<file path="config.mk">
export PLATFORM = sky130hd
export DESIGN_NAME = dcgr_regs
export DESIGN_NICKNAME = d
export VERILOG_FILES = /design/src/hw/dcgr_regs.v
export VERILOG_INCLUDE_DIRS = /design/src /design/src/shared
export SDC_FILE = /design/constraint.sdc
export NUM_CORES = 1
export LEC_CHECK = 0
export BUFFER_PORTS_ARGS = -buffer_cell sky130_fd_sc_hd__buf_4
export CORE_ASPECT_RATIO = 0.6
export CORE_MARGIN = 3
export CORE_UTILIZATION = 53
export DETAILED_ROUTE_END_ITERATION = 8
export PLACE_DENSITY = 0.8
export SLEW_MARGIN = 20
export SYNTH_ARGS = -nofsm -noshare
export SYNTH_HDL_FRONTEND = slang
export SYNTH_SLANG_ARGS = --single-unit
</file>
<file path="constraint.sdc">
create_clock -name clk -period 2.32 [get_ports clk]
set_input_delay 0.232 -clock clk [delete_from_list [all_inputs] [get_ports clk]]
set_output_delay 0.232 -clock clk [all_outputs]
set_load 0.01 [all_outputs]
</file>
<file path="src/shared/dcgr_map.vh">
`ifndef DCGR_MAP_VH
`define DCGR_MAP_VH
// Register indices; byte address is four times the index
`define DCGR_IDX_MODE 8'h01
`define DCGR_IDX_STATUS 8'h03
`define DCGR_IDX_FORMAT 8'h04
`define DCGR_IDX_EXPOSURE 8'h05
`define DCGR_IDX_HWID 8'h06
`define DCGR_IDX_FWREV 8'h08
`define DCGR_IDX_FREQ 8'h09
`define DCGR_IDX_FRATE 8'h0a
`define DCGR_IDX_LENS 8'h0b
`define DCGR_IDX_SER_LO 8'h0c
`define DCGR_IDX_SER_HI 8'h0d
`define DCGR_IDX_PASSWD 8'h22
// Mode control fields
`define DCGR_MODE_VIDEO 0
`define DCGR_MODE_TRIG 4
`define DCGR_MODE_CLR 6
`define DCGR_MODE_SNAP 11
// Status fields
`define DCGR_ST_EMIT_TEMP 3
`define DCGR_ST_SM_TEMP 4
`define DCGR_ST_CAL 5
`define DCGR_ST_FACTORY 6
`define DCGR_ST_FWBACK 8
`define DCGR_ST_OVERTEMP 9
`define DCGR_ST_POE 10
`define DCGR_ST_EMIT_ERR 11
`define DCGR_ST_COLOR 13
`define DCGR_ST_BASE_TEMP 14
`define DCGR_ST_SM_ERR 15
// Output format field
`define DCGR_FMT_LSB 3
`define DCGR_FMT_MSB 10
// Reset values
`define DCGR_RST_MODE 16'h0001
`define DCGR_RST_STATUS 16'h0040
`define DCGR_RST_FORMAT 16'h0000
`define DCGR_RST_EXPOSURE 16'h05dc
`define DCGR_RST_FREQ 16'h07d0
`define DCGR_RST_FRATE 16'h0028
`define DCGR_RST_LENS 16'h0000
`define DCGR_RST_PASSWD 16'h0000
// Exposure limits in microseconds
`define DCGR_EXP_MIN 16'h0001
`define DCGR_EXP_MAX 16'h05dc
// Unlock values
`define DCGR_PW_FLASH 16'h4877
`define DCGR_PW_TEST 16'h5e6b
`endif

</file>
<file path="src/hw/dcgr_regs.v">
// Notes on behaviour
// - Mode bit 0: manual or video, video default
// - Mode bit 4 fires manual trigger, self-clears
// - Mode bit 6 clears status word, self-clears
// - Mode bit 11 fires 3D snapshot, self-clears
// - Status 3,4,14 flag temperature sensor errors
// - Status 5 flags missing calibration data
// - Status 6 factory map loaded, reset 0040
// - Status 8 flags firmware fallback at start
// - Status 10 flags power budget limiting
// - Status 11 flags emitter module error
// - Status 13 flags colour stream failure
// - Status 15 flags sensor module failure
// - Format bits 3..10 select stream content
// - Exposure microseconds 1..1500, default 1500
// - Frequency in 10 kHz units, default 07d0
// - Firmware revision read-only, three fields
// - Serial number as two read-only words
// - Protected functions need matching password first
// - Lens angle identifier read and write
// - Status 9 over-temperature, illumination stopped
// - Sensor module error flag clears itself
//
// Register access over APB was left to the implementer.
`timescale 1ns/1ps
`include "dcgr_map.vh"
module dcgr_regs #(
   parameter [15:0] HW_IDENTITY = 16'h0a5a, // Arbitrary value
   parameter [15:0] FW_REVISION = 16'h0841,
   parameter [31:0] SERIAL = 32'h0000_0001
) (
   // Clock and reset
   input wire clk,
   input wire rst_b,
   // APB slave
   input wire psel,
   input wire penable,
   input wire pwrite,
   input wire [11:0] paddr,
   input wire [31:0] pwdata,
   input wire [3:0] pstrb,
   output reg [31:0] prdata,
   output wire pready,
   output wire pslverr,
   // Condition inputs from the camera, asynchronous
   input wire emit_temp_err,
   input wire sm_temp_err,
   input wire base_temp_err,
   input wire cal_missing,
   input wire factory_loaded,
   input wire fw_fallback,
   input wire over_temp,
   input wire poe_limited,
   input wire emit_err,
   input wire color_err,
   input wire sm_err,
   // Control outputs
   output reg video_mode,
   output reg manual_trigger,
   output reg snapshot_trigger,
   output reg illum_enable,
   output reg [7:0] output_format_sel,
   output reg [15:0] exposure_time_us,
   output reg [15:0] illum_freq,
   output reg [15:0] frame_rate_hz,
   output reg [15:0] lens_angle,
   output reg flash_unlocked,
   output reg test_unlocked
);

   localparam NCOND = 11;
   // Reset value of the stored format field, cut from the full register word
   localparam [15:0] RST_FORMAT_WORD = `DCGR_RST_FORMAT;
   localparam [7:0] RST_FORMAT_SEL = RST_FORMAT_WORD[`DCGR_FMT_MSB:`DCGR_FMT_LSB];

   // Register state
   reg [15:0] mode_control;
   reg [15:0] status_flags;
   reg [15:0] unlock_password;
   // Synchroniser stages and accepted condition levels
   reg [NCOND-1:0] sync1;
   reg [NCOND-1:0] sync2;
   reg [NCOND-1:0] sync3;
   reg [NCOND-1:0] cond;
   wire [NCOND-1:0] raw;
   // Bus decode
   wire addr_ok;
   wire wr_en;
   wire rd_en;
   wire [7:0] idx;
   wire full_word;
   wire wr_ok;
   wire wr_mode;
   wire wr_format;
   wire wr_exposure;
   wire wr_freq;
   wire wr_frate;
   wire wr_lens;
   wire wr_passwd;
   wire exp_in_range;
   // Read path and status helpers
   reg [15:0] rd_word;
   reg rd_hit;
   reg [15:0] set_mask;
   reg [15:0] level_mask;

   // Decode a word index as a mapped register
   function is_mapped;
      input [7:0] i;
      begin
         case (i)
            `DCGR_IDX_MODE, `DCGR_IDX_STATUS, `DCGR_IDX_FORMAT, `DCGR_IDX_EXPOSURE,
            `DCGR_IDX_HWID, `DCGR_IDX_FWREV, `DCGR_IDX_FREQ, `DCGR_IDX_FRATE,
            `DCGR_IDX_LENS, `DCGR_IDX_SER_LO, `DCGR_IDX_SER_HI,
            `DCGR_IDX_PASSWD: is_mapped = 1'b1;
            default: is_mapped = 1'b0;
         endcase
      end
   endfunction

   // Zero-wait slave; only aligned words of mapped registers are decoded,
   // everything else answers with an error and has no effect
   assign idx = paddr[9:2];
   assign pready = 1'b1;
   assign addr_ok = is_mapped(idx) & (paddr[1:0] == 2'b00) & (paddr[11:10] == 2'b00);
   assign pslverr = psel & penable & ~addr_ok;
   assign wr_en = psel & penable & pwrite & addr_ok;
   // Read data is fetched in the setup cycle so that it stands at the access edge
   assign rd_en = psel & ~penable & ~pwrite;
   // Lower two strobes must both be set; a half write would tear a field
   assign full_word = pstrb[0] & pstrb[1];

   assign raw = {sm_err, base_temp_err, color_err, emit_err, poe_limited, over_temp,
                 fw_fallback, factory_loaded, cal_missing, sm_temp_err, emit_temp_err};

   // Three-stage synchronisers; change accepted when stages 2 and 3 agree
   genvar g;
   generate
      for (g = 0; g < NCOND; g = g + 1) begin : g_sync
         always @(posedge clk) begin
            if (!rst_b) begin
               sync1[g] <= 1'b0;
               sync2[g] <= 1'b0;
               sync3[g] <= 1'b0;
               cond[g] <= 1'b0;
            end else begin
               sync1[g] <= raw[g];
               sync2[g] <= sync1[g];
               sync3[g] <= sync2[g];
               if (sync2[g] == sync3[g]) begin
                  cond[g] <= sync3[g];
               end
            end
         end
      end
   endgenerate

   // Map synchronised conditions onto status bit positions
   always @* begin
      set_mask = 16'h0000;
      set_mask[`DCGR_ST_EMIT_TEMP] = cond[0];
      set_mask[`DCGR_ST_SM_TEMP] = cond[1];
      set_mask[`DCGR_ST_BASE_TEMP] = cond[9];
      set_mask[`DCGR_ST_CAL] = cond[2];
      set_mask[`DCGR_ST_FACTORY] = cond[3];
      set_mask[`DCGR_ST_FWBACK] = cond[4];
      set_mask[`DCGR_ST_OVERTEMP] = cond[5];
      set_mask[`DCGR_ST_POE] = cond[6];
      set_mask[`DCGR_ST_EMIT_ERR] = cond[7];
      set_mask[`DCGR_ST_COLOR] = cond[8];
      set_mask[`DCGR_ST_SM_ERR] = cond[10];
      // Bits that follow their cause rather than stick
      level_mask = 16'h0000;
      level_mask[`DCGR_ST_EMIT_TEMP] = 1'b1;
      level_mask[`DCGR_ST_SM_TEMP] = 1'b1;
      level_mask[`DCGR_ST_OVERTEMP] = 1'b1;
      level_mask[`DCGR_ST_SM_ERR] = 1'b1;
   end

   // Status word: sticky flags except the level_mask bits, set wins over a clear command
   always @(posedge clk) begin
      if (!rst_b) begin
         status_flags <= `DCGR_RST_STATUS;
      end else if (mode_control[`DCGR_MODE_CLR]) begin
         status_flags <= set_mask;
      end else begin
         status_flags <= (status_flags & ~level_mask) | set_mask;
      end
   end

   // Write selects, one per writable word; a torn or refused access selects nothing
   assign wr_ok = wr_en & full_word;
   assign wr_mode = wr_ok & (idx == `DCGR_IDX_MODE);
   assign wr_format = wr_ok & (idx == `DCGR_IDX_FORMAT);
   assign wr_exposure = wr_ok & (idx == `DCGR_IDX_EXPOSURE);
   assign wr_freq = wr_ok & (idx == `DCGR_IDX_FREQ);
   assign wr_frate = wr_ok & (idx == `DCGR_IDX_FRATE);
   assign wr_lens = wr_ok & (idx == `DCGR_IDX_LENS);
   assign wr_passwd = wr_ok & (idx == `DCGR_IDX_PASSWD);
   assign exp_in_range = (pwdata[15:0] >= `DCGR_EXP_MIN) & (pwdata[15:0] <= `DCGR_EXP_MAX);

   // Mode control; bit 0 is a setting, the command bits live one cycle
   always @(posedge clk) begin
      if (!rst_b) begin
         mode_control <= `DCGR_RST_MODE;
      end else begin
         mode_control[`DCGR_MODE_TRIG] <= 1'b0;
         mode_control[`DCGR_MODE_CLR] <= 1'b0;
         mode_control[`DCGR_MODE_SNAP] <= 1'b0;
         if (wr_mode) begin
            mode_control[`DCGR_MODE_VIDEO] <= pwdata[`DCGR_MODE_VIDEO];
            mode_control[`DCGR_MODE_TRIG] <= pwdata[`DCGR_MODE_TRIG];
            mode_control[`DCGR_MODE_CLR] <= pwdata[`DCGR_MODE_CLR];
            mode_control[`DCGR_MODE_SNAP] <= pwdata[`DCGR_MODE_SNAP];
         end
      end
   end

   // Output format; only the eight-bit field is stored, the rest reads zero
   always @(posedge clk) begin
      if (!rst_b) begin
         output_format_sel <= RST_FORMAT_SEL;
      end else if (wr_format) begin
         output_format_sel <= pwdata[`DCGR_FMT_MSB:`DCGR_FMT_LSB];
      end
   end

   // Exposure; an out-of-range value is dropped whole rather than clamped,
   // so software finds its previous setting still in force
   always @(posedge clk) begin
      if (!rst_b) begin
         exposure_time_us <= `DCGR_RST_EXPOSURE;
      end else if (wr_exposure && exp_in_range) begin
         exposure_time_us <= pwdata[15:0];
      end
   end

   // Illumination frequency; rounding to a supported step is not done here
   always @(posedge clk) begin
      if (!rst_b) begin
         illum_freq <= `DCGR_RST_FREQ;
      end else if (wr_freq) begin
         illum_freq <= pwdata[15:0];
      end
   end

   // Frame rate; the power budget check sits outside this block
   always @(posedge clk) begin
      if (!rst_b) begin
         frame_rate_hz <= `DCGR_RST_FRATE;
      end else if (wr_frate) begin
         frame_rate_hz <= pwdata[15:0];
      end
   end

   // Lens angle identifier, kept for software only
   always @(posedge clk) begin
      if (!rst_b) begin
         lens_angle <= `DCGR_RST_LENS;
      end else if (wr_lens) begin
         lens_angle <= pwdata[15:0];
      end
   end

   // Unlock password; any value is stored, only the known ones unlock
   always @(posedge clk) begin
      if (!rst_b) begin
         unlock_password <= `DCGR_RST_PASSWD;
      end else if (wr_passwd) begin
         unlock_password <= pwdata[15:0];
      end
   end

   // Mode-derived outputs; each pulse lasts one cycle because the command
   // bit that it copies is cleared the cycle after the write
   always @(posedge clk) begin
      if (!rst_b) begin
         video_mode <= 1'b1;
         manual_trigger <= 1'b0;
         snapshot_trigger <= 1'b0;
      end else begin
         video_mode <= mode_control[`DCGR_MODE_VIDEO];
         manual_trigger <= mode_control[`DCGR_MODE_TRIG];
         snapshot_trigger <= mode_control[`DCGR_MODE_SNAP];
      end
   end

   // Illumination gate; off in reset, then on one cycle later unless cond[5] shows over-temperature
   always @(posedge clk) begin
      if (!rst_b) begin
         illum_enable <= 1'b0;
      end else begin
         illum_enable <= ~cond[5];
      end
   end

   // Unlock levels follow the password word, so any other value locks again
   always @(posedge clk) begin
      if (!rst_b) begin
         flash_unlocked <= 1'b0;
         test_unlocked <= 1'b0;
      end else begin
         flash_unlocked <= (unlock_password == `DCGR_PW_FLASH);
         test_unlocked <= (unlock_password == `DCGR_PW_TEST);
      end
   end

   // Read mux
   always @* begin
      rd_hit = 1'b1;
      case (idx)
         `DCGR_IDX_MODE: rd_word = mode_control;
         `DCGR_IDX_STATUS: rd_word = status_flags;
         `DCGR_IDX_FORMAT: rd_word = {5'h00, output_format_sel, 3'h0};
         `DCGR_IDX_EXPOSURE: rd_word = exposure_time_us;
         `DCGR_IDX_HWID: rd_word = HW_IDENTITY;
         `DCGR_IDX_FWREV: rd_word = FW_REVISION;
         `DCGR_IDX_FREQ: rd_word = illum_freq;
         `DCGR_IDX_FRATE: rd_word = frame_rate_hz;
         `DCGR_IDX_LENS: rd_word = lens_angle;
         `DCGR_IDX_SER_LO: rd_word = SERIAL[15:0];
         `DCGR_IDX_SER_HI: rd_word = SERIAL[31:16];
         `DCGR_IDX_PASSWD: rd_word = unlock_password;
         default: begin
            rd_word = 16'h0000;
            rd_hit = 1'b0;
         end
      endcase
   end

   // Read data is registered at setup; a refused address returns zero
   always @(posedge clk) begin
      if (!rst_b) begin
         prdata <= 32'h0000_0000;
      end else if (rd_en) begin
         prdata <= (rd_hit && addr_ok) ? {16'h0000, rd_word} : 32'h0000_0000;
      end
   end

endmodule

</file>
==> results.py <==
metrics = {
    "floorplan": {
        "rows": 31,
        "die_w_um": 153,
        "pin_count": 176,
        "initial_utilization_pct": 55.7,
        "core-area_sq_mm": 0.0124,
        "die_h_um": 94.4,
        "die-area_sq_mm": 0.0145,
    },
    "setup_path": {
        "path_class": "in -> out",
        "crit_path_end_kind": "output port",
        "arrival_ns": 1.93,
        "cp.required_ns": 2.09,
        "crit_path_start_kind": "input pin",
        "crit_fanout": 16,
    },
    "clock_network": {
        "cts_htree_levels": 4,
        "worstSkewPairLatency_ns": 0.42,
        "cts.hold.buffers_added": 0,
        "ctsResizeCount": 0,
        "cts_sinks": 169,
        "cts_setup_buffers": 0,
        "path_clk_slew_ns": 0.07,
        "cts-root-buf": "clkbuf_16",
        "cts_buffers": 17,
        "cts_tree": "built",
        "ctsLongestPathBuffers": 2,
    },
    "route": {
        "drtIter0Drc": 888,
        "drtAntennaViolNets": 0,
        "routedWlPerCell_um": 20.1,
        "route.detailed.drc": 0,
        "vias_per_cell": 6.02,
        "vias": 6715,
        "drt-total-wl_mm": 22.4,
        "drt_first_pass_iters": 6,
    },
    "synth": {
        "synthArstFlopShare_pct": 0,
        "yosysSeqAreaShare_pct": 49.1,
        "synth-edff-count": 0,
        "netlist_instances": 802,
        "ys_seq_elements": 169,
        "netlist_area_sq_mm": 0.00690,
        "synth.distinct_cells": 58,
        "synth.avg_cell_area_sq_um": 8.60,
        "synthFlopType": "dfxtp_1",
        "yosys_warnings": 0,
    },
    "sta": {
        "layout_min_cycle_time_ns": 2.16,
        "tightest_slew_ns": 0.808,
        "timing.hold.ws_ns": 0.00746,
        "skew_ns": 0.00943,
        "fmax_mhz": 463,
        "hold_violations": 0,
        "finalSetupViolations": 0,
        "slew_headroom_pct": 46.0,
        "fin_setup_tns_ns": 0,
        "drv_slew": 0,
        "rsz0062_at_grt": "false",
        "finalCritPeriodShare_pct": 93.0,
    },
    "worst_hold_path": {
        "hold_class": "in -> reg",
    },
    "global_routing": {
        "grt_overflow": 0,
        "grt_pass1_wl_mm": 33.4,
        "track_usage_pct": 29.8,
        "grt_pass1_vias": 5907,
        "antenna_found_initial": 0,
        "grt_max_degree": 68,
    },
    "finish": {
        "layout_commonest_cell": "nand2_1",
        "nNetsFinal": 1002,
        "drive_above_1_share_pct": 24.2,
        "syn_to_final_growth_pct": 27.3,
        "layout_common_cells": "nand2_1, buf_4, dfxtp_1",
        "antenna_cells": 0,
    },
    "place": {
        "hpwl_mm": 15.9,
        "gp_congestion": 0.988,
        "portBuffers": 140,
    },
    "run": {
        "max-cap-violations": 0,
    },
    "pwr": {
        "power.density_mw_per_mm2": 718,
        "ir_drop_mv": 0.456,
        "p_leak_uw": 0.00336,
    },
    "run_status": {
        "status": "completed",
    },
}
## cells in the mapped netlist, types with 2 or more instances
cell type	count	share of area, %
nand2b_1	4	0.36
nor3_2	2	0.29
dfxtp_1	169	49
mux2i_1	12	1.7
nor3_1	5	0.36
nand2_1	186	10
conb_1	2	0.11
or4_1	2	0.22
nor4_1	5	0.45
a22o_1	2	0.25
nor3b_1	5	0.54
o21ai_0	23	1.7
mux2_2	7	1.1
a211o_1	2	0.25
buf_6	2	0.33
o211ai_1	5	0.54
and2_1	43	3.9
and3_1	8	0.73
nand4_1	2	0.18
o31a_1	8	1.0
a211oi_1	10	1.1
nand4b_1	11	1.4
or3_1	3	0.27
nor2_1	15	0.82
nor4b_2	2	0.44
a2bb2oi_1	2	0.25
clkbuf_1	43	2.3
buf_4	21	2.3
nor2b_1	6	0.54
buf_2	7	0.51
o22ai_1	11	1.0
a21oi_1	92	6.7
inv_1	4	0.22
a22oi_1	27	2.9
a221oi_1	4	0.51
buf_1	3	0.16
nand3_1	25	1.8
o221ai_1	2	0.25
## worst max-delay path, stage by stage
cell      delay [ns]
buf_4           0.19
nor2b_1         0.66
nor2_1          0.23
o32ai_4         0.16
o21bai_1        0.18
a21oi_1         0.10
buf_4           0.16
## flip-flops by register name, summed over array words and instances, names as in the netlist
signal,cells
output_format_sel,8
sync1,11
video_mode,1
exposure_time_us,16
snapshot_trigger,1
illum_freq,16
status_flags,11
prdata,16
illum_enable,1
mode_control,4
test_unlocked,1
sync2,11
flash_unlocked,1
frame_rate_hz,16
cond,11
sync3,11
unlock_password,16
manual_trigger,1
lens_angle,16
## metrics by stage
step | util, % | area [sq um] | setup slack [ns] | instances | total power (uW)
2_1_floorplan | - | 6950 | 0.187 | 817 | 3190
3_3_place_gp | 65.8 | 8150 | 0.224 | 1084 | 3320
3_5_place_dp | 65.8 | 8150 | 0.213 | 1084 | 3320
4_1_cts | 70.9 | 8780 | 0.215 | 1116 | 6290
5_1_grt | 70.9 | 8780 | 0.112 | 1116 | 6430
6_report | 70.9 | 8780 | 0.162 | 1116 | 6300
## area by class of cell
class / instances / area, sq um
Multi-Input combinational cell: 567 / 3160
Sequential cell: 169 / 3380
Fill cell: 955 / 3600
Timing Repair Buffer: 178 / 1370
Clock buffer: 19 / 453
Inverter: 5 / 18.8
Tap cell: 165 / 206
Clock inverter: 13 / 179
## per-layer routing
layer | global-route usage, % | wire, um | vias up
met5 | 0 | 0 | -
li1 | - | - | 3032
met3 | 10.7 | 3310 | 57
met2 | 42.4 | 9170 | 483
met1 | 42.9 | 9490 | 3143
met4 | 7.86 | 475 | 0
## worst paths after layout
kind / startpoint / end / slack [ns] / depth (start not counted)
hold / removal: poe_limited / sync1[6] / 0.007 / 2
setup / recovery: paddr[5] / pslverr / 0.16 / 7
hold reg to reg: sync1[3] / sync2[3] / 0.43 / 1
setup reg to reg: illum_freq[8] / prdata[8] / 0.83 / 4
## where the power goes
| group | internal [uW] | switching [uW] | leakage, uW |
|---|---|---|---|
| logic | 118 | 217 | 0.00169 |
| clock network | 1780 | 1240 | 0.000301 |
| registers | 2930 | 9.27 | 0.00137 |
## kinds of logic after synthesis
| family | synth area share [%] |
|---|---|
| AND/OR/NAND/NOR | 23.8 |
| AO/OA/AOI/OAI | 18.2 |
| flip-flops | 49.1 |
| buffers and inverters | 5.90 |
| multiplexers | 2.88 |
| other | 0.109 |
(Power assumes the default switching activity.)
